## src/rtl/sdc_defs.svh

```systemverilog
// Constants for the sensor part_identification, status and control register bank
// Assumes a 25 MHz core clock and a register access port from the bus layer
//
// How it works
// - Part id read-only: revision, part code
// - Capabilities read-only: one temperature function
// - Event flag set by function event
// - Reading result register clears event flag
// - Error flag set by function error
// - Unread result overwritten sets error flag
// - Reserved status bits read zero
// - Bus error flag set on no-acknowledge
// - Bus error clears on status read
// - Status and control reset to zero
// - Broadcast writes touch only control bits 1-0
// - Reset bit starts reset, self-clears after
// - Device reset aborts and reloads all registers
// - Shutdown bit halts all functions
// - Low-power bit slows functions
// - Low-power scan rate is one quarter
// - Control bits 3, 15-5 read zero
// - Function enable bit gates measurement function
// - Function registers accessible while disabled
`ifndef SDC_DEFS_SVH
`define SDC_DEFS_SVH

// ==========================================================
// Register indices
`define SDC_ADDR_PART_ID     6'h02
`define SDC_ADDR_FIXED_CAPS  6'h03
`define SDC_ADDR_FLAGS       6'h04
`define SDC_ADDR_MODE_CTRL   6'h05
`define SDC_BCAST_DEV        3'h0

// ==========================================================
// Field positions
`define SDC_ST_EVENT_BIT     0
`define SDC_ST_ERROR_BIT     4
`define SDC_ST_NACK_BIT      7
`define SDC_CT_RESET_BIT     0
`define SDC_CT_SHUT_BIT      1
`define SDC_CT_LOW_POWER_SELECT_BIT    2
`define SDC_CT_ENABLE_BIT    4

// ==========================================================
// Reset values and fixed contents
`define SDC_FLAGS_RST        8'h00
`define SDC_CTRL_RST         16'h0000
`define SDC_CAPS_VALUE       16'h0001
`define SDC_CTRL_WMASK       16'h0017
`define SDC_CTRL_BMASK       16'h0003

// ==========================================================
// Timing
`define SDC_RST_CYCLES       4'h8
`define SDC_LOW_POWER_SELECT_DIV       2'h3

`endif

```

## src/rtl/sdc_pkg.sv

```systemverilog
// Types for the sensor device register bank
// Assumes sdc_defs.svh provides the numeric constants
package sdc_pkg;
   typedef enum logic [1:0] {
      SDC_RUN      = 2'b00,
      SDC_RESET    = 2'b01,
      SDC_RESTART  = 2'b11
   } sdc_state_e;
   typedef logic [15:0] sdc_word_t;
endpackage : sdc_pkg

```

## src/rtl/sdc_rate_div.sv

```systemverilog
// Scan-tick divider for low-power mode
// Assumes a single clock domain, synchronous active-low reset
`timescale 1ns/10ps
`include "sdc_defs.svh"
module sdc_rate_div
   import sdc_pkg::*;
(
   // Clock and reset
   input  wire logic ref_clk_i,
   input  wire logic reset_n_i,
   // Ticks
   input  wire logic clear_i,
   input  wire logic slow_i,
   input  wire logic tick_i,
   output logic      tick_o
);
   logic [1:0] cnt_r;

   // ==========================================================
   // Divide by four in low power, pass through in active mode
   always_ff @(posedge ref_clk_i)
   begin
      if (!reset_n_i || clear_i)
      begin
         cnt_r <= 2'h0;
      end
      else if (tick_i)
      begin
         cnt_r <= cnt_r + 2'h1;
      end
   end

   assign tick_o = tick_i && (!slow_i || cnt_r == `SDC_LOW_POWER_SELECT_DIV);
endmodule : sdc_rate_div

```

## src/rtl/sdc_regs.sv

```systemverilog
// Sensor part_identification, status and control register bank
// Assumes register accesses arrive as one-cycle strobes from the bus layer
`timescale 1ns/10ps
`include "sdc_defs.svh"
module sdc_regs
   import sdc_pkg::*;
#(
   // Arbitrary neutral identity values
   parameter logic [4:0]  DIE_REV   = 5'h01,
   parameter logic [10:0] PART_CODE = 11'h055
)
(
   // Clock and reset
   input  wire logic        ref_clk_i,
   input  wire logic        reset_n_i,
   // Register access
   input  wire logic        rd_i,
   input  wire logic        wr_i,
   input  wire logic        bcast_i,
   input  wire logic [5:0]  addr_i,
   input  wire logic [15:0] wdata_i,
   output logic      [15:0] rdata_o,
   // Bus layer and function events
   input  wire logic        nack_i,
   input  wire logic        func_event_i,
   input  wire logic        func_error_i,
   input  wire logic        result_read_i,
   input  wire logic        scan_tick_i,
   // Control to the function
   output logic             dev_reset_o,
   output logic             func_run_o,
   output logic             low_power_o,
   output logic             shutdown_o,
   output logic             scan_tick_o
);
   sdc_state_e  state_r;
   logic [3:0]  rst_cnt_r;
   logic [3:0]  rst_len_r;
   logic [15:0] ctrl_r;
   logic        function_event_flag_r;
   logic        function_error_flag_r;
   logic        bus_nack_error_flag_r;
   logic        soft_rst;
   logic        wr_ctrl;
   logic        rd_flags;
   logic        tick;
   sdc_word_t   rd_mux;
   logic [15:0] part_identification;

   assign part_identification = {DIE_REV, PART_CODE};
   assign soft_rst = (state_r != SDC_RUN);
   assign wr_ctrl  = wr_i && addr_i == `SDC_ADDR_MODE_CTRL;
   assign rd_flags = rd_i && addr_i == `SDC_ADDR_FLAGS;

   // ==========================================================
   // Device reset sequencer
   always_ff @(posedge ref_clk_i)
   begin
      if (!reset_n_i)
      begin
         state_r   <= SDC_RUN;
         rst_cnt_r <= 4'h0;
      end
      else
      begin
         case (state_r)
            SDC_RUN:
            begin
               if (wr_ctrl && wdata_i[`SDC_CT_RESET_BIT])
               begin
                  state_r   <= SDC_RESET;
                  rst_cnt_r <= `SDC_RST_CYCLES;
               end
            end
            SDC_RESET:
            begin
               if (rst_cnt_r == 4'h1)
               begin
                  state_r <= SDC_RESTART;
               end
               rst_cnt_r <= rst_cnt_r - 4'h1;
            end
            default:
            begin
               state_r <= SDC_RUN;
            end
         endcase
      end
   end

   // ==========================================================
   // Control register
   always_ff @(posedge ref_clk_i)
   begin
      if (!reset_n_i)
      begin
         ctrl_r <= `SDC_CTRL_RST;
      end
      else if (state_r == SDC_RESTART)
      begin
         ctrl_r <= `SDC_CTRL_RST;
      end
      else if (state_r == SDC_RUN && wr_ctrl)
      begin
         if (bcast_i)
         begin
            // Broadcast leaves upper bits intact
            ctrl_r <= (ctrl_r & ~`SDC_CTRL_BMASK) | (wdata_i & `SDC_CTRL_BMASK);
         end
         else
         begin
            ctrl_r <= wdata_i & `SDC_CTRL_WMASK;
         end
      end
   end

   // ==========================================================
   // Status flags; a set in the clearing cycle wins
   always_ff @(posedge ref_clk_i)
   begin
      if (!reset_n_i || soft_rst)
      begin
         function_event_flag_r <= 1'b0;
         function_error_flag_r <= 1'b0;
         bus_nack_error_flag_r <= 1'b0;
      end
      else
      begin
         if (func_event_i)
         begin
            function_event_flag_r <= 1'b1;
         end
         else if (result_read_i)
         begin
            function_event_flag_r <= 1'b0;
         end
         if (func_error_i || (func_event_i && function_event_flag_r))
         begin
            function_error_flag_r <= 1'b1;
         end
         else if (result_read_i)
         begin
            function_error_flag_r <= 1'b0;
         end
         if (nack_i)
         begin
            bus_nack_error_flag_r <= 1'b1;
         end
         else if (rd_flags)
         begin
            bus_nack_error_flag_r <= 1'b0;
         end
      end
   end

   // ==========================================================
   // Read mux, plain decode
   always_comb
   begin
      rd_mux = 16'h0000;
      if (addr_i == `SDC_ADDR_PART_ID)
      begin
         rd_mux = part_identification;
      end
      else if (addr_i == `SDC_ADDR_FIXED_CAPS)
      begin
         rd_mux = `SDC_CAPS_VALUE;
      end
      else if (addr_i == `SDC_ADDR_FLAGS)
      begin
         rd_mux = {8'h00, bus_nack_error_flag_r, 2'b00, function_error_flag_r,
                   3'b000, function_event_flag_r};
      end
      else if (addr_i == `SDC_ADDR_MODE_CTRL)
      begin
         rd_mux = ctrl_r | {15'h0000, soft_rst};
      end
   end

   sdc_rate_div u_div (
      .ref_clk_i (ref_clk_i),
      .reset_n_i (reset_n_i),
      .clear_i   (soft_rst),
      .slow_i    (ctrl_r[`SDC_CT_LOW_POWER_SELECT_BIT]),
      .tick_i    (scan_tick_i),
      .tick_o    (tick)
   );

   // ==========================================================
   // Registered outputs
   always_ff @(posedge ref_clk_i)
   begin
      if (!reset_n_i)
      begin
         rdata_o     <= 16'h0000;
         dev_reset_o <= 1'b0;
         func_run_o  <= 1'b0;
         low_power_o <= 1'b0;
         shutdown_o  <= 1'b0;
         scan_tick_o <= 1'b0;
      end
      else
      begin
         // Function registers stay reachable elsewhere whatever enable says
         rdata_o     <= rd_i ? rd_mux : 16'h0000;
         dev_reset_o <= soft_rst;
         shutdown_o  <= ctrl_r[`SDC_CT_SHUT_BIT];
         low_power_o <= ctrl_r[`SDC_CT_LOW_POWER_SELECT_BIT] && !ctrl_r[`SDC_CT_SHUT_BIT];
         func_run_o  <= ctrl_r[`SDC_CT_ENABLE_BIT] && !ctrl_r[`SDC_CT_SHUT_BIT]
                        && !soft_rst;
         scan_tick_o <= tick && ctrl_r[`SDC_CT_ENABLE_BIT]
                        && !ctrl_r[`SDC_CT_SHUT_BIT] && !soft_rst;
      end
   end

   // ==========================================================
   // Soft reset length; a long repetition would be too costly in the check
   always_ff @(posedge ref_clk_i)
   begin
      if (!reset_n_i || !soft_rst)
      begin
         rst_len_r <= 4'h0;
      end
      else
      begin
         rst_len_r <= rst_len_r + 4'h1;
      end
   end

   // ==========================================================
   // Checks
   property p_nack_set;
      @(posedge ref_clk_i) disable iff (!reset_n_i)
      (nack_i && !soft_rst) |=> bus_nack_error_flag_r;
   endproperty
   a_nack_set: assert property (p_nack_set) else $error("nack flag missed");

   property p_nack_clr;
      @(posedge ref_clk_i) disable iff (!reset_n_i)
      (rd_flags && !nack_i) |=> !bus_nack_error_flag_r;
   endproperty
   a_nack_clr: assert property (p_nack_clr) else $error("nack not cleared");

   property p_evt;
      @(posedge ref_clk_i) disable iff (!reset_n_i)
      (func_event_i && !soft_rst) |=> function_event_flag_r;
   endproperty
   a_evt: assert property (p_evt) else $error("event flag missed");

   property p_evt_clr;
      @(posedge ref_clk_i) disable iff (!reset_n_i)
      (result_read_i && !func_event_i) |=> !function_event_flag_r;
   endproperty
   a_evt_clr: assert property (p_evt_clr) else $error("event not cleared");

   property p_ovr;
      @(posedge ref_clk_i) disable iff (!reset_n_i)
      (func_event_i && function_event_flag_r && !soft_rst) |=> function_error_flag_r;
   endproperty
   a_ovr: assert property (p_ovr) else $error("overrun missed");

   property p_rsv;
      @(posedge ref_clk_i) disable iff (!reset_n_i)
      rd_flags |=> (rdata_o[6:5] == 2'b00 && rdata_o[3:1] == 3'b000);
   endproperty
   a_rsv: assert property (p_rsv) else $error("reserved status bits set");

   property p_selfclr;
      @(posedge ref_clk_i) disable iff (!reset_n_i)
      (state_r == SDC_RUN && wr_ctrl && wdata_i[`SDC_CT_RESET_BIT])
         |=> soft_rst ##8 (soft_rst && rst_len_r == 4'h8) ##1 !soft_rst;
   endproperty
   a_selfclr: assert property (p_selfclr) else $error("reset bit length wrong");

   property p_ctrl_zero;
      @(posedge ref_clk_i) disable iff (!reset_n_i)
      (state_r == SDC_RESTART) |=> (ctrl_r == 16'h0000 && !function_error_flag_r);
   endproperty
   a_ctrl_zero: assert property (p_ctrl_zero) else $error("not reset to zero");

   property p_bcast;
      @(posedge ref_clk_i) disable iff (!reset_n_i)
      (state_r == SDC_RUN && wr_ctrl && bcast_i) |=> ctrl_r[15:2] == $past(ctrl_r[15:2]);
   endproperty
   a_bcast: assert property (p_bcast) else $error("broadcast touched upper");

   property p_shut;
      @(posedge ref_clk_i) disable iff (!reset_n_i)
      ctrl_r[`SDC_CT_SHUT_BIT] |=> (!func_run_o && !low_power_o && !scan_tick_o);
   endproperty
   a_shut: assert property (p_shut) else $error("shutdown not halting");

   property p_low_power_select;
      @(posedge ref_clk_i) disable iff (!reset_n_i)
      (ctrl_r[`SDC_CT_LOW_POWER_SELECT_BIT] && !ctrl_r[`SDC_CT_SHUT_BIT]) |=> low_power_o;
   endproperty
   a_low_power_select: assert property (p_low_power_select) else $error("low power not shown");

   property p_rst_halt;
      @(posedge ref_clk_i) disable iff (!reset_n_i)
      soft_rst |=> (!func_run_o && !scan_tick_o && dev_reset_o);
   endproperty
   a_rst_halt: assert property (p_rst_halt) else $error("reset not halting");

   property p_ctrl_rsv;
      @(posedge ref_clk_i) disable iff (!reset_n_i)
      (rd_i && addr_i == `SDC_ADDR_MODE_CTRL) |=> (rdata_o[15:5] == 11'h000 && !rdata_o[3]);
   endproperty
   a_ctrl_rsv: assert property (p_ctrl_rsv) else $error("control spare bits set");
endmodule : sdc_regs

```

## config.mk

```make
export PLATFORM = sky130hd
export DESIGN_NAME = sdc_regs
export DESIGN_NICKNAME = d
export VERILOG_FILES = /design/src/rtl/sdc_pkg.sv /design/src/rtl/sdc_rate_div.sv /design/src/rtl/sdc_regs.sv
export VERILOG_INCLUDE_DIRS = /design/src /design/src/rtl
export SDC_FILE = /design/constraint.sdc
export NUM_CORES = 1
export LEC_CHECK = 0
export BUFFER_PORTS_ARGS = -buffer_cell sky130_fd_sc_hd__buf_2
export CELL_PAD_IN_SITES_DETAIL_PLACEMENT = 1
export CELL_PAD_IN_SITES_GLOBAL_PLACEMENT = 2
export CORE_ASPECT_RATIO = 1.2
export CORE_UTILIZATION = 26
export DETAILED_ROUTE_END_ITERATION = 7
export GPL_TIMING_DRIVEN = 0
export PLACE_DENSITY_LB_ADDON = 0.1
export REMOVE_ABC_BUFFERS = 1
export SLEW_MARGIN = 20
export SYNTH_ARGS = -nofsm -noshare
export SYNTH_HDL_FRONTEND = slang
export SYNTH_SLANG_ARGS = --single-unit
```

## constraint.sdc

```tcl
create_clock -name ref_clk_i -period 1.7 [get_ports ref_clk_i]
set_clock_uncertainty 0.1 [all_clocks]
set_input_delay 0 -clock ref_clk_i [delete_from_list [all_inputs] [get_ports ref_clk_i]]
set_output_delay 0 -clock ref_clk_i [all_outputs]
set_load 0.02 [all_outputs]
```

* After elaboration in Yosys (flattened, before gate mapping)
Index checks and enable logic that the tools add are counted.
** Operators by class
- Add/subtract/negate cells :: 2
- Multipliers :: 0
- Divide/modulo/power cells :: 0
- Magnitude comparators :: 0
- Equal/unequal tests :: 10
- Shift operators :: 0
- Mux-type cells :: 15
- Bitwise gates (word level) :: 5
- Reduce and logical (&&, ||, !) cells :: 31
** Operators by type and width (count)
- 12-bit two-way mux :: 4
- 16-bit two-way mux :: 1
- 16-bit by 1-bit OR with 16-bit output :: 1
- 16-bit by 2-bit OR with 16-bit output :: 1
- 6-bit by 2-bit == test with 1-bit output (second input constant) :: 2
- 6-bit by 3-bit == test with 1-bit output (second input constant) :: 2
- 1-bit logical AND :: 12
- 2-bit nonzero test :: 5
- 4-bit case mux with 2 select lines :: 1
- 2-bit AND reduction :: 3
- 6-bit OR reduction :: 1
- 1-bit two-way mux :: 5
- 2-bit == test (second input constant) :: 2
- 4-bit by 1-bit == test with 1-bit output (second input constant) :: 1
- 1-bit zero test :: 4
- 2-bit two-way mux :: 2
- 4-bit two-way mux :: 1
- 2-bit != test (second input constant) :: 2
- 2-bit case mux with 2 select lines :: 1
- 4-bit OR reduction :: 1
- 4-bit by 1-bit subtractor with 4-bit output (second input constant) :: 1
- 1-bit logical OR :: 3
- 1-bit NOT :: 3
- 2-bit by 1-bit adder with 2-bit output (second input constant) :: 1
- other kinds (3) :: 3
** Word-level totals
- Flip-flop bits (word level) :: 48
- Latch bits :: 0
- Memory bits (writable) :: 0
- Bits in read-only memories :: 0
- Input port bits :: 32
- Output and inout bits :: 21
- Logic and storage cells :: 78
- Memories :: 0

* Depth between registers and ports, before layout
Gate-level depths: netlist (run 1).
- Depth in word-level cells :: 6
- Gate-level depth with buffers :: 4
- Mapped depth without buffers :: 4

* By module
A second synthesis (run 1) with hierarchy kept.
** Unflattened totals
- Cells, all modules :: 137
- Area total of the unflattened synthesis :: 1270.0 um^2
** Modules (own cells, without submodules)
- sdc_regs :: times used 1, cells an instance 127, area an instance 1169.9 um^2, seq. area each 480.5 um^2
- sdc_rate_div :: times used 1, cells an instance 10, area an instance 100.1 um^2, seq. area each 40.0 um^2

* Worst setup path after synthesis (run 1)
Ideal clock, no wire load.
- Path kind :: register to register
- From :: reg rst_cnt_r[0]
- To :: reg rst_cnt_r[2]
- Data arrival time :: 1191 ps
- Data required time :: 1478 ps
- Path slack :: 287 ps
- Cell stages (with the launch flop) :: 5
- Buffers on the path :: 0
- Period minus slack after synthesis :: 1413 ps
- Path through :: dfxtp_1 -> inv_1 -> ha_1 -> mux2_2 -> a311o_1
** On the way
- Word-level cells in the longest chain between the ends :: 2
** RTL lines
- from (decl) :: RTL line sdc_regs.sv:37 : logic [3:0] rst_cnt_r;
- from (signal assigned) :: RTL line sdc_regs.sv:72 : rst_cnt_r <= `SDC_RST_CYCLES;
- from (signal assigned) :: RTL line sdc_regs.sv:81 : rst_cnt_r <= rst_cnt_r - 4'h1;
- 4-bit by 1-bit subtractor with 4-bit output :: RTL line sdc_regs.sv:81
- 4-bit case mux with 2 select lines :: RTL line sdc_regs.sv:66 : case (state_r)
Every way passes these cells.
A chain may end at the register's enable or synchronous reset.

* Worst setup path after layout (run 1)
- From :: in func_event_i
- To :: reg function_error_flag_r
** On the way
- Word-level cells in the longest chain between the ends :: 3
** RTL lines
- from (decl) :: RTL line sdc_regs.sv:25 : input wire logic func_event_i,
- 1-bit logical AND (*) :: RTL line sdc_regs.sv:137 : if (func_error_i || (func_event_i && function_event_flag_r))
- 1-bit logical OR (*) :: RTL line sdc_regs.sv:137
- 1-bit two-way mux or 2-bit nonzero test (tied branches)
- to (signal assigned) :: RTL line sdc_regs.sv:124 : function_error_flag_r <= 1'b0;
- to (signal assigned) :: RTL line sdc_regs.sv:139 : function_error_flag_r <= 1'b1;
- to (signal assigned) :: RTL line sdc_regs.sv:143 : function_error_flag_r <= 1'b0;
- to (decl) :: RTL line sdc_regs.sv:41 : logic function_error_flag_r;
Every way passes the cells marked *; elsewhere a longest branch is shown, timed or not.

==> results of run 1 <==
worst register-to-register path, stage by stage, from the launching register on:
cell and delay (ns):
dfxtp_1 0.41, inv_1 0.08, ha_1 0.20, mux2_2 0.27, a311o_1 0.33
final timing paths:
check,start,endpoint,slack (ns),cells past startpoint
setup reg to reg,rst_cnt_r[0],rst_cnt_r[2],0.21,4
setup / recovery,func_event_i,function_error_flag_r,0.18,5
hold reg to reg,ctrl_r[0],ctrl_r[0],0.37,2
hold / removal,addr_i[5],rst_cnt_r[3],0.006,4
power by group through the flow:
stage	clock [mW]	combinational [mW]	sequential [mW]
6_report	0.417	0.136	0.628
5_1_grt	0.463	0.151	0.630
4_1_cts	0.432	0.136	0.628
3_5_place_dp	0	0.107	0.642
3_3_place_gp	0	0.103	0.641
2_1_floorplan	0	0.0593	0.641
repair_timing:
| action | CTS | global route |
|---|---|---|
| hold buffers | 16 | 0 |
| setup endpoints to repair | 0 | 0 |
| hold endpoints to repair | 19 | 0 |
metal layers:
layer  vias to the layer above  share of wire (%)  global-route usage (%)
met1                       515                 40                    14.4
met4                         0               0.51                    4.77
met3                         2                2.0                    2.25
met5                         -                  0                       0
li1                        520                  -                       -
met2                        13                 57                    27.1
per-stage QoR:
step	hold slack (ns)	setup WS, ns
finish	0.00646	0.179
global route	0.0236	0.109
CTS	0.000710	0.197
detailed placement	0.143	0.214
global placement	0.111	0.235
floorplan	0.0152	0.287
logic make-up (layout without fill, tap and decap cells):
group | after synthesis | count (layout) | synth area share, %
simple gates | 47 | 47 | 21.8
flops | 26 | 26 | 43.8
buf+inv | 22 | 59 | 10.9
compound gates | 21 | 21 | 12.3
mux | 8 | 8 | 6.95
fa+ha+maj | 3 | 3 | 3.16
other cells | 1 | 9 | 0.315
xor+xnor | 1 | 1 | 0.737
layout make-up:
type	instances	area (um2)	share of cell area, %
flip-flops and latches	26	520	33.4
inverters	8	30.0	1.93
multi-input cells	89	568	36.4
well taps	56	70.1	4.49
clock buffers	4	55.1	3.53
repair buffers	47	315	20.2
flip-flops by register name, indices dropped and copies added (netlist names), 2 cells and up:
register and flops:
rdata_o 6, ctrl_r 4, rst_cnt_r 4, state_r 2, u_div.cnt_r 2
synthesized netlist by cell type, drive strengths merged, types with 2 or more instances:
cell	number	area share (%)
nand2	12	3.8
nand2b	3	1.6
o21ai	2	0.84
buf	13	8.1
a221oi	2	1.5
a31oi	2	1.1
mux2	2	1.9
nor2	10	3.2
ha	3	3.2
mux2i	6	5.1
a21oi	6	2.5
nor3	5	3.1
inv	8	2.5
and3	2	1.2
nor4	2	1.1
nand3	3	1.3
dfxtp	26	44
a311oi	2	1.5
==> reports/metrics.cfg, run 1 <==
[worst_setup_path]
cp.required_ns=1.76
crit_buf_inv=3
worst-setup-path-type=primary input to register
crit_chain=dlygate4sd3_1, buf_2, a221oi_1, dlygate4sd3_1, nor2_1
slowest_stage=dlygate4sd3_1
max_stage_delay_ns=0.59
cpMostUsedCell=dlygate4sd3_1
path_delay_family=buffers and inverters
critPathCaptureType=register
start_kind=primary input
cp.arrival_ns=1.59
crit_fanout=2

[grt]
overflow=0
antenna_found_initial=0
grt_pass1_vias=1165
grt_usage_pct=13.9
grt_max_degree=15
grt_pass1_wl_um=5280

[die]
die_x_um=63.7
start_util_pct=27.5
std_cell_rows=26
die_area_um2=4850
core_area_um2=4330
die_h_um=76.1
io-pin-count=53

[drt]
viasPerCell=4.57
drc=0
ant_nets=0
avgRoutedWirePerCell_um=13.7
dr.pass1.iters=4
num_vias=1050
drtIter0Drc=78
drt-total-wl_um=3140

[final_layout]
fin_cells=230
mostFrequentLayoutCells=buf_2 (31), dfxtp_1 (26), dlygate4sd3_1 (16)
fillCellCount=516
layout.nets=210
fin_area_um2=1560
diodes=0
drive_gt1_share_pct=23.6
final_common_cell=buf_2
final_util_pct=36.0
area_growth_pct=31.2

[clock_tree]
cts_buffers=3
clock_sinks=26
insertion_delay_ns=0.27
cts_buffer_depth=2
clk_pin_slew_ns=0.10
cts_setup_buffers=0
root_buffer=clkbuf_8
h-tree-depth=1
cts_tree=yes
post_cts_resized=0

[yosys]
synthDistinctLibCells=42
yosys_warnings=0
synth-seq-cells=26
yosysSeqAreaShare_pct=43.8
synth-edff-count=0
synth_area_um2=1190
syn_avg_cell_area_um2=9.21
netlist_instances=129
synth_flop_cell=dfxtp_1
synthArstFlopShare_pct=0

[timing]
timing.setup.tns_ns=0
final-hold-violation-count=0
worst_pin_slew_ns=0.532
period_minus_slack_ns=1.52
slew_violations=0
finalCritPeriodShare_pct=89.5
rsz0062_at_grt=no
setup_viol=0
max_slew_margin_pct=64.4
fmax_ghz=0.658

[power_and_ir_drop]
switching_power_mw=0.289
swShare_pct=24.4
p_int_mw=0.892
clkPwrFrac_pct=35.3
max-vdd-ir-drop_uv=273
finalPower_mw=1.18
combinationalPowerShare_pct=11.6
power_leakage_nw=0.692
seq_power_share_pct=53.2
power.density_nw_per_um2=757

[placed_design]
io_buffers=31
gp_congestion=0.776
placed_area_um2=1340
dpl.cell_count=210
dp_hpwl_um=2250

[flow_run]
drv_cap=0

[hold_path]
hold_path_class=primary input to register

[status]
status=finished, final reports clean

(Power assumes the default switching activity.)
==> run 2, diff against run 1 <==
--- a/config.mk
+++ b/config.mk
@@ -7,13 +7,11 @@
 export NUM_CORES = 1
 export LEC_CHECK = 0
 export BUFFER_PORTS_ARGS = -buffer_cell sky130_fd_sc_hd__buf_2
-export CELL_PAD_IN_SITES_DETAIL_PLACEMENT = 1
-export CELL_PAD_IN_SITES_GLOBAL_PLACEMENT = 2
 export CORE_ASPECT_RATIO = 1.2
-export CORE_UTILIZATION = 26
+export CORE_UTILIZATION = 46
 export DETAILED_ROUTE_END_ITERATION = 7
 export GPL_TIMING_DRIVEN = 0
-export PLACE_DENSITY_LB_ADDON = 0.1
+export PLACE_DENSITY = 0.78
 export REMOVE_ABC_BUFFERS = 1
 export SLEW_MARGIN = 20
 export SYNTH_ARGS = -nofsm -noshare
==> reports/metrics.cfg, run 2 (synthesized netlist as in run 1, its figures left out) <==
[clock_tree]
cts_setup_buffers=0  ; unchanged
cts_tree=yes
h-tree-depth=1  ; unchanged
clock_sinks=26  ; unchanged
cts_buffer_depth=2  ; unchanged
insertion_delay_ns=0.31  ; +0.04 ns
post_cts_resized=0  ; unchanged
cts_hold_buf=19  ; +3
root_buffer=clkbuf_4
cts_buffers=3  ; unchanged
clk_pin_slew_ns=0.12  ; +0.02 ns

[die]
die_x_um=48.4  ; -24%
die_area_um2=2790  ; -42%
io-pin-count=53  ; unchanged
start_util_pct=50.0  ; +23 points
core_area_um2=2380  ; -45%
die_h_um=57.7  ; -24%
std_cell_rows=19  ; -27%

[power_and_ir_drop]
finalPower_mw=1.01  ; -14%
power_leakage_nw=0.689  ; -0.35%
max-vdd-ir-drop_uv=484  ; +77%
power.density_nw_per_um2=665  ; -12%

[status]
status=finished, final reports clean

[final_layout]
largest_register_ffs=6  ; unchanged
top_register=rdata_o
diodes=0  ; unchanged
layout.nets=213  ; +1.4%
top_regs=rdata_o: 6 flops, ctrl_r: 4 flops, rst_cnt_r: 4 flops
regArea_um2=520  ; unchanged
multi_input_area_um2=568  ; unchanged
final_common_cell=buf_2
final_util_pct=64.2  ; +28 points
area_growth_pct=28.3
drive_gt1_share_pct=22.7  ; -0.84 points
mostFrequentLayoutCells=buf_2 (31), dfxtp_1 (26), dlygate4sd3_1 (19)
fillCellCount=198  ; -62%

[grt]
grt_max_degree=14  ; -1
grt_pass1_wl_um=4220  ; -20%
overflow=0  ; unchanged
antenna_found_initial=0  ; unchanged
grt_pass1_vias=1067  ; -8.4%
grt_usage_pct=19.5  ; +5.7 points

[worst_setup_path]
cp.arrival_ns=1.68  ; +0.09 ns
r2r_slack_ns=0.20  ; about the same
critPathCaptureType=register
worstRegToRegCells=4  ; unchanged
reg2reg_from=rst_cnt_r[0]
start_kind=primary input
crit_fanout=3  ; +1
rr_endpoint=rst_cnt_r[2]
worst-setup-path-type=primary input to register
cp.required_ns=1.85  ; +0.09 ns

[drt]
ant_nets=0  ; unchanged
viasPerCell=5.00  ; +9.4%
dr.pass1.iters=4  ; unchanged
avgRoutedWirePerCell_um=12.0  ; -12%
num_vias=1034  ; -1.5%
drc=0  ; unchanged
drt-total-wl_um=2490  ; -21%
drtIter0Drc=22  ; -72%

[timing]
fmax_ghz=0.653  ; -0.76%
finalCritPeriodShare_pct=90.1  ; +0.69 points
max_slew_margin_pct=65.5  ; +1.0 points
worst_hold_slack_ns=0.0156  ; +0.00918 ns
final-hold-violation-count=0  ; unchanged
slew_violations=0  ; unchanged
setup_viol=0  ; unchanged
period_minus_slack_ns=1.53  ; +0.0117 ns
rsz0062_at_grt=no
worst_pin_slew_ns=0.517  ; -0.0156 ns
timing.setup.tns_ns=0  ; unchanged
finalWorstSetupSlack_ns=0.168  ; -0.0117 ns

[hold_path]
min_from=addr_i[2]
worstHoldPathCells=4  ; unchanged
min_to=rdata_o[1]
hold_path_class=primary input to register

[flow_run]
drv_cap=0  ; unchanged

[placed_design]
preCtsSetupSlack_ns=0.212  ; -0.00159 ns
gp_congestion=0.789  ; +1.7%
dp_hpwl_um=1670  ; -26%
io_buffers=31  ; unchanged

run 2: cell count changes in the layout (fill, tap and decap cells not counted):
cell / before / now
clkbuf_4: 0 / 3
dlygate4sd3_1: 16 / 19
clkbuf_8: 4 / 0
run 2: power breakdown:
part	internal (mW)	switching [mW]	leakage, nW	total, mW
sequential	0.621	0.00774	0.211	0.629
clock	0.0829	0.164	0.0138	0.247
combinational	0.0688	0.0698	0.465	0.139
total	0.772	0.242	0.689	1.01
run 2: worst max-delay path, cell delays in order:
cell and delay [ns]:
dlygate4sd3_1 0.51, buf_2 0.12, nand2b_1 0.05, dlygate4sd3_1 0.56, or2_2 0.30, a21oi_1 0.14
run 2: worst max-delay path by stage:
| stage | from | to | slack, ns |
|---|---|---|---|
| 2_1_floorplan | rst_cnt_r[0] | rst_cnt_r[2] | 0.29 |
| 3_3_place_gp | rst_cnt_r[0] | rst_cnt_r[2] | 0.24 |
| 3_5_place_dp | rst_cnt_r[0] | rst_cnt_r[2] | 0.21 |
| 4_1_cts | addr_i[1] | rdata_o[2] | 0.18 |
| 5_1_grt | addr_i[1] | rdata_o[2] | 0.11 |
| 6_report | addr_i[1] | rdata_o[2] | 0.17 |
run 2: final cells by class:
type	count	share of cell area, %
clock buffer	3	1.48
multi-input combinational	89	37.2
timing repair buffer	50	22.6
tap	31	2.54
inverter	8	1.97
sequential	26	34.1
run 2: stage by stage:
step           instance area [um2]  std cells
6_report                      1530        207
3_5_place_dp                  1310        185
3_3_place_gp                  1310        185
2_1_floorplan                 1120        123
4_1_cts                       1530        207
5_1_grt                       1530        207
run 2: metal layers:
layer  wire [um]  track usage [%]
met5           0                0
met4          24             8.82
met3          69             3.15
met2        1370             40.8
met1        1030             18.3
==> run 3, diff against run 2 <==
--- a/config.mk
+++ b/config.mk
@@ -8,11 +8,14 @@
 export LEC_CHECK = 0
 export BUFFER_PORTS_ARGS = -buffer_cell sky130_fd_sc_hd__buf_2
 export CORE_ASPECT_RATIO = 1.2
-export CORE_UTILIZATION = 46
+export CORE_MARGIN = 2
+export CORE_UTILIZATION = 47
+export CTS_BUF_LIST = sky130_fd_sc_hd__clkbuf_2
 export DETAILED_ROUTE_END_ITERATION = 7
 export GPL_TIMING_DRIVEN = 0
-export PLACE_DENSITY = 0.78
+export PLACE_DENSITY = 0.8
 export REMOVE_ABC_BUFFERS = 1
+export SETUP_SLACK_MARGIN = 0.05
 export SLEW_MARGIN = 20
 export SYNTH_ARGS = -nofsm -noshare
 export SYNTH_HDL_FRONTEND = slang
==> reports/metrics.cfg, run 3 (synthesized netlist as in run 1, its figures left out) <==
[status]
status=finished, final reports clean

[clock_tree]
insertion_delay_ns=0.34  ; +0.03 ns
clock_sinks=26  ; unchanged
cts_tree=yes
clk_pin_slew_ns=0.23  ; +0.11 ns
cts_buffer_depth=2  ; unchanged
h-tree-depth=1  ; unchanged
cts_setup_buffers=0  ; unchanged
cts_buffers=3  ; unchanged
root_buffer=clkbuf_2

[die]
die_area_um2=2950  ; +5.6%
start_util_pct=50.5  ; +0.51 points
die_x_um=49.9  ; +3.1%
core_area_um2=2350  ; -1.0%
die_h_um=59.1  ; +2.4%
io-pin-count=53  ; unchanged
std_cell_rows=19  ; unchanged

[power_and_ir_drop]
max-vdd-ir-drop_uv=513  ; +6.1%
finalPower_mw=0.996  ; -1.8%
power_leakage_nw=0.695  ; +0.83%
power.density_nw_per_um2=644  ; -3.1%

[timing]
rsz0062_at_grt=no
slew_violations=0  ; unchanged
final-hold-violation-count=0  ; unchanged
finalCritPeriodShare_pct=94.7  ; +4.5 points
fmax_ghz=0.621  ; -4.8%
timing.setup.tns_ns=0  ; unchanged
period_minus_slack_ns=1.61  ; +0.0773 ns
setup_viol=0  ; unchanged
max_slew_margin_pct=66.0  ; +0.56 points
finalWorstSetupSlack_ns=0.0903  ; -0.0773 ns
worst_pin_slew_ns=0.509  ; -0.00834 ns
worst_hold_slack_ns=0.124  ; +0.108 ns

[placed_design]
preCtsSetupSlack_ns=0.209  ; -0.00380 ns
dp_hpwl_um=1760  ; +5.9%
io_buffers=31  ; unchanged
dpl.cell_count=185  ; unchanged
placed_area_um2=1310  ; unchanged
gp_congestion=0.803  ; +1.7%

[grt]
grt_max_degree=15  ; +1
grt_pass1_vias=1046  ; -2.0%
antenna_found_initial=0  ; unchanged
grt_usage_pct=19.0  ; -0.54 points
overflow=0  ; unchanged
grt_pass1_wl_um=4330  ; +2.8%

[drt]
drc=0  ; unchanged
num_vias=1052  ; +1.7%
met3_length_um=89  ; +29%
avgRoutedWirePerCell_um=12.2  ; +1.5%
top_layer=met4
drtIter0Drc=17  ; -23%
viasPerCell=5.01  ; +0.29%
met1_length_um=1040  ; +0.87%
dr.pass1.iters=4  ; unchanged
met2_length_um=1410  ; +3.1%
ant_nets=0  ; unchanged
drt-total-wl_um=2570  ; +3.0%

[final_layout]
fin_cells=210  ; +1.4%
fillCellCount=168  ; -15%
mostFrequentLayoutCells=buf_2 (31), dfxtp_1 (26), dlygate4sd3_1 (21)
area_growth_pct=30.0
final_util_pct=65.7  ; +1.5 points
largest_register_ffs=6  ; unchanged
layout.nets=215  ; +0.94%
final_common_cell=buf_2
top_regs=rdata_o: 6 flops, ctrl_r: 4 flops, rst_cnt_r: 4 flops
top_register=rdata_o
fin_area_um2=1550  ; +1.3%
diodes=0  ; unchanged
drive_gt1_share_pct=22.9  ; +0.18 points

[flow_run]
drv_cap=0  ; unchanged

[worst_setup_path]
worst-setup-path-type=primary input to register
crit_fanout=3  ; unchanged
cp.required_ns=1.90  ; +0.05 ns
crit_path_start=addr_i[2]
r2r_slack_ns=0.18  ; -0.02 ns
reg2reg_from=rst_cnt_r[0]
critPathCaptureType=register
cp.arrival_ns=1.81  ; +0.13 ns
start_kind=primary input

[hold_path]
min_from=wr_i
hold_path_class=primary input to register

-- run 3: changes by cell type in the layout (fill, tap and decap cells not counted) --
| cell | delta |
|---|---|
| a21oi_2 | +1 |
| a21oi_1 | -1 |
| clkbuf_4 | -3 |
| dlygate4sd3_1 | +2 |
| clkinv_1 | +1 |
| clkbuf_2 | +3 |
-- run 3: timing repair --
action,CTS,global route
hold buffers,21,0
endpoints found under the setup margin,0,1
endpoints found under the hold margin,25,0
gates resized for setup,0,1
-- run 3: layer usage --
layer / track usage, % / vias to the layer above
li1: - / 529
met3: 3.54 / 4
met2: 35.6 / 24
met5: 0 / -
met4: 7.14 / 0
met1: 21.3 / 495
-- run 3: layout make-up --
class,count,area (um2),area share [%]
inverters,8,30.0,1.94
clock inverters,1,3.75,0.243
well taps,31,38.8,2.51
clock buffers,3,15.0,0.972
multi-input cells,89,572,37.0
repair buffers,52,365,23.6
flip-flops and latches,26,520,33.7
-- run 3: path summary, 6_finish.rpt --
path                       end  cells past startpoint
setup / recovery    rdata_o[4]                      6
hold / removal    rst_cnt_r[3]                      4
setup reg to reg  rst_cnt_r[2]                      4
hold reg to reg     state_r[1]                      1
-- run 3: power breakdown --
group	switching (mW)	total, mW	internal (mW)
clock network	0.173	0.224	0.0511
logic	0.0713	0.142	0.0706
registers	0.00742	0.630	0.623
-- run 3: worst max-delay path, cell delays in order --
cell and delay (ns):
dlygate4sd3_1 0.54, buf_2 0.13, nand2b_1 0.13, dlygate4sd3_1 0.56, or2_2 0.31, a21oi_1 0.13
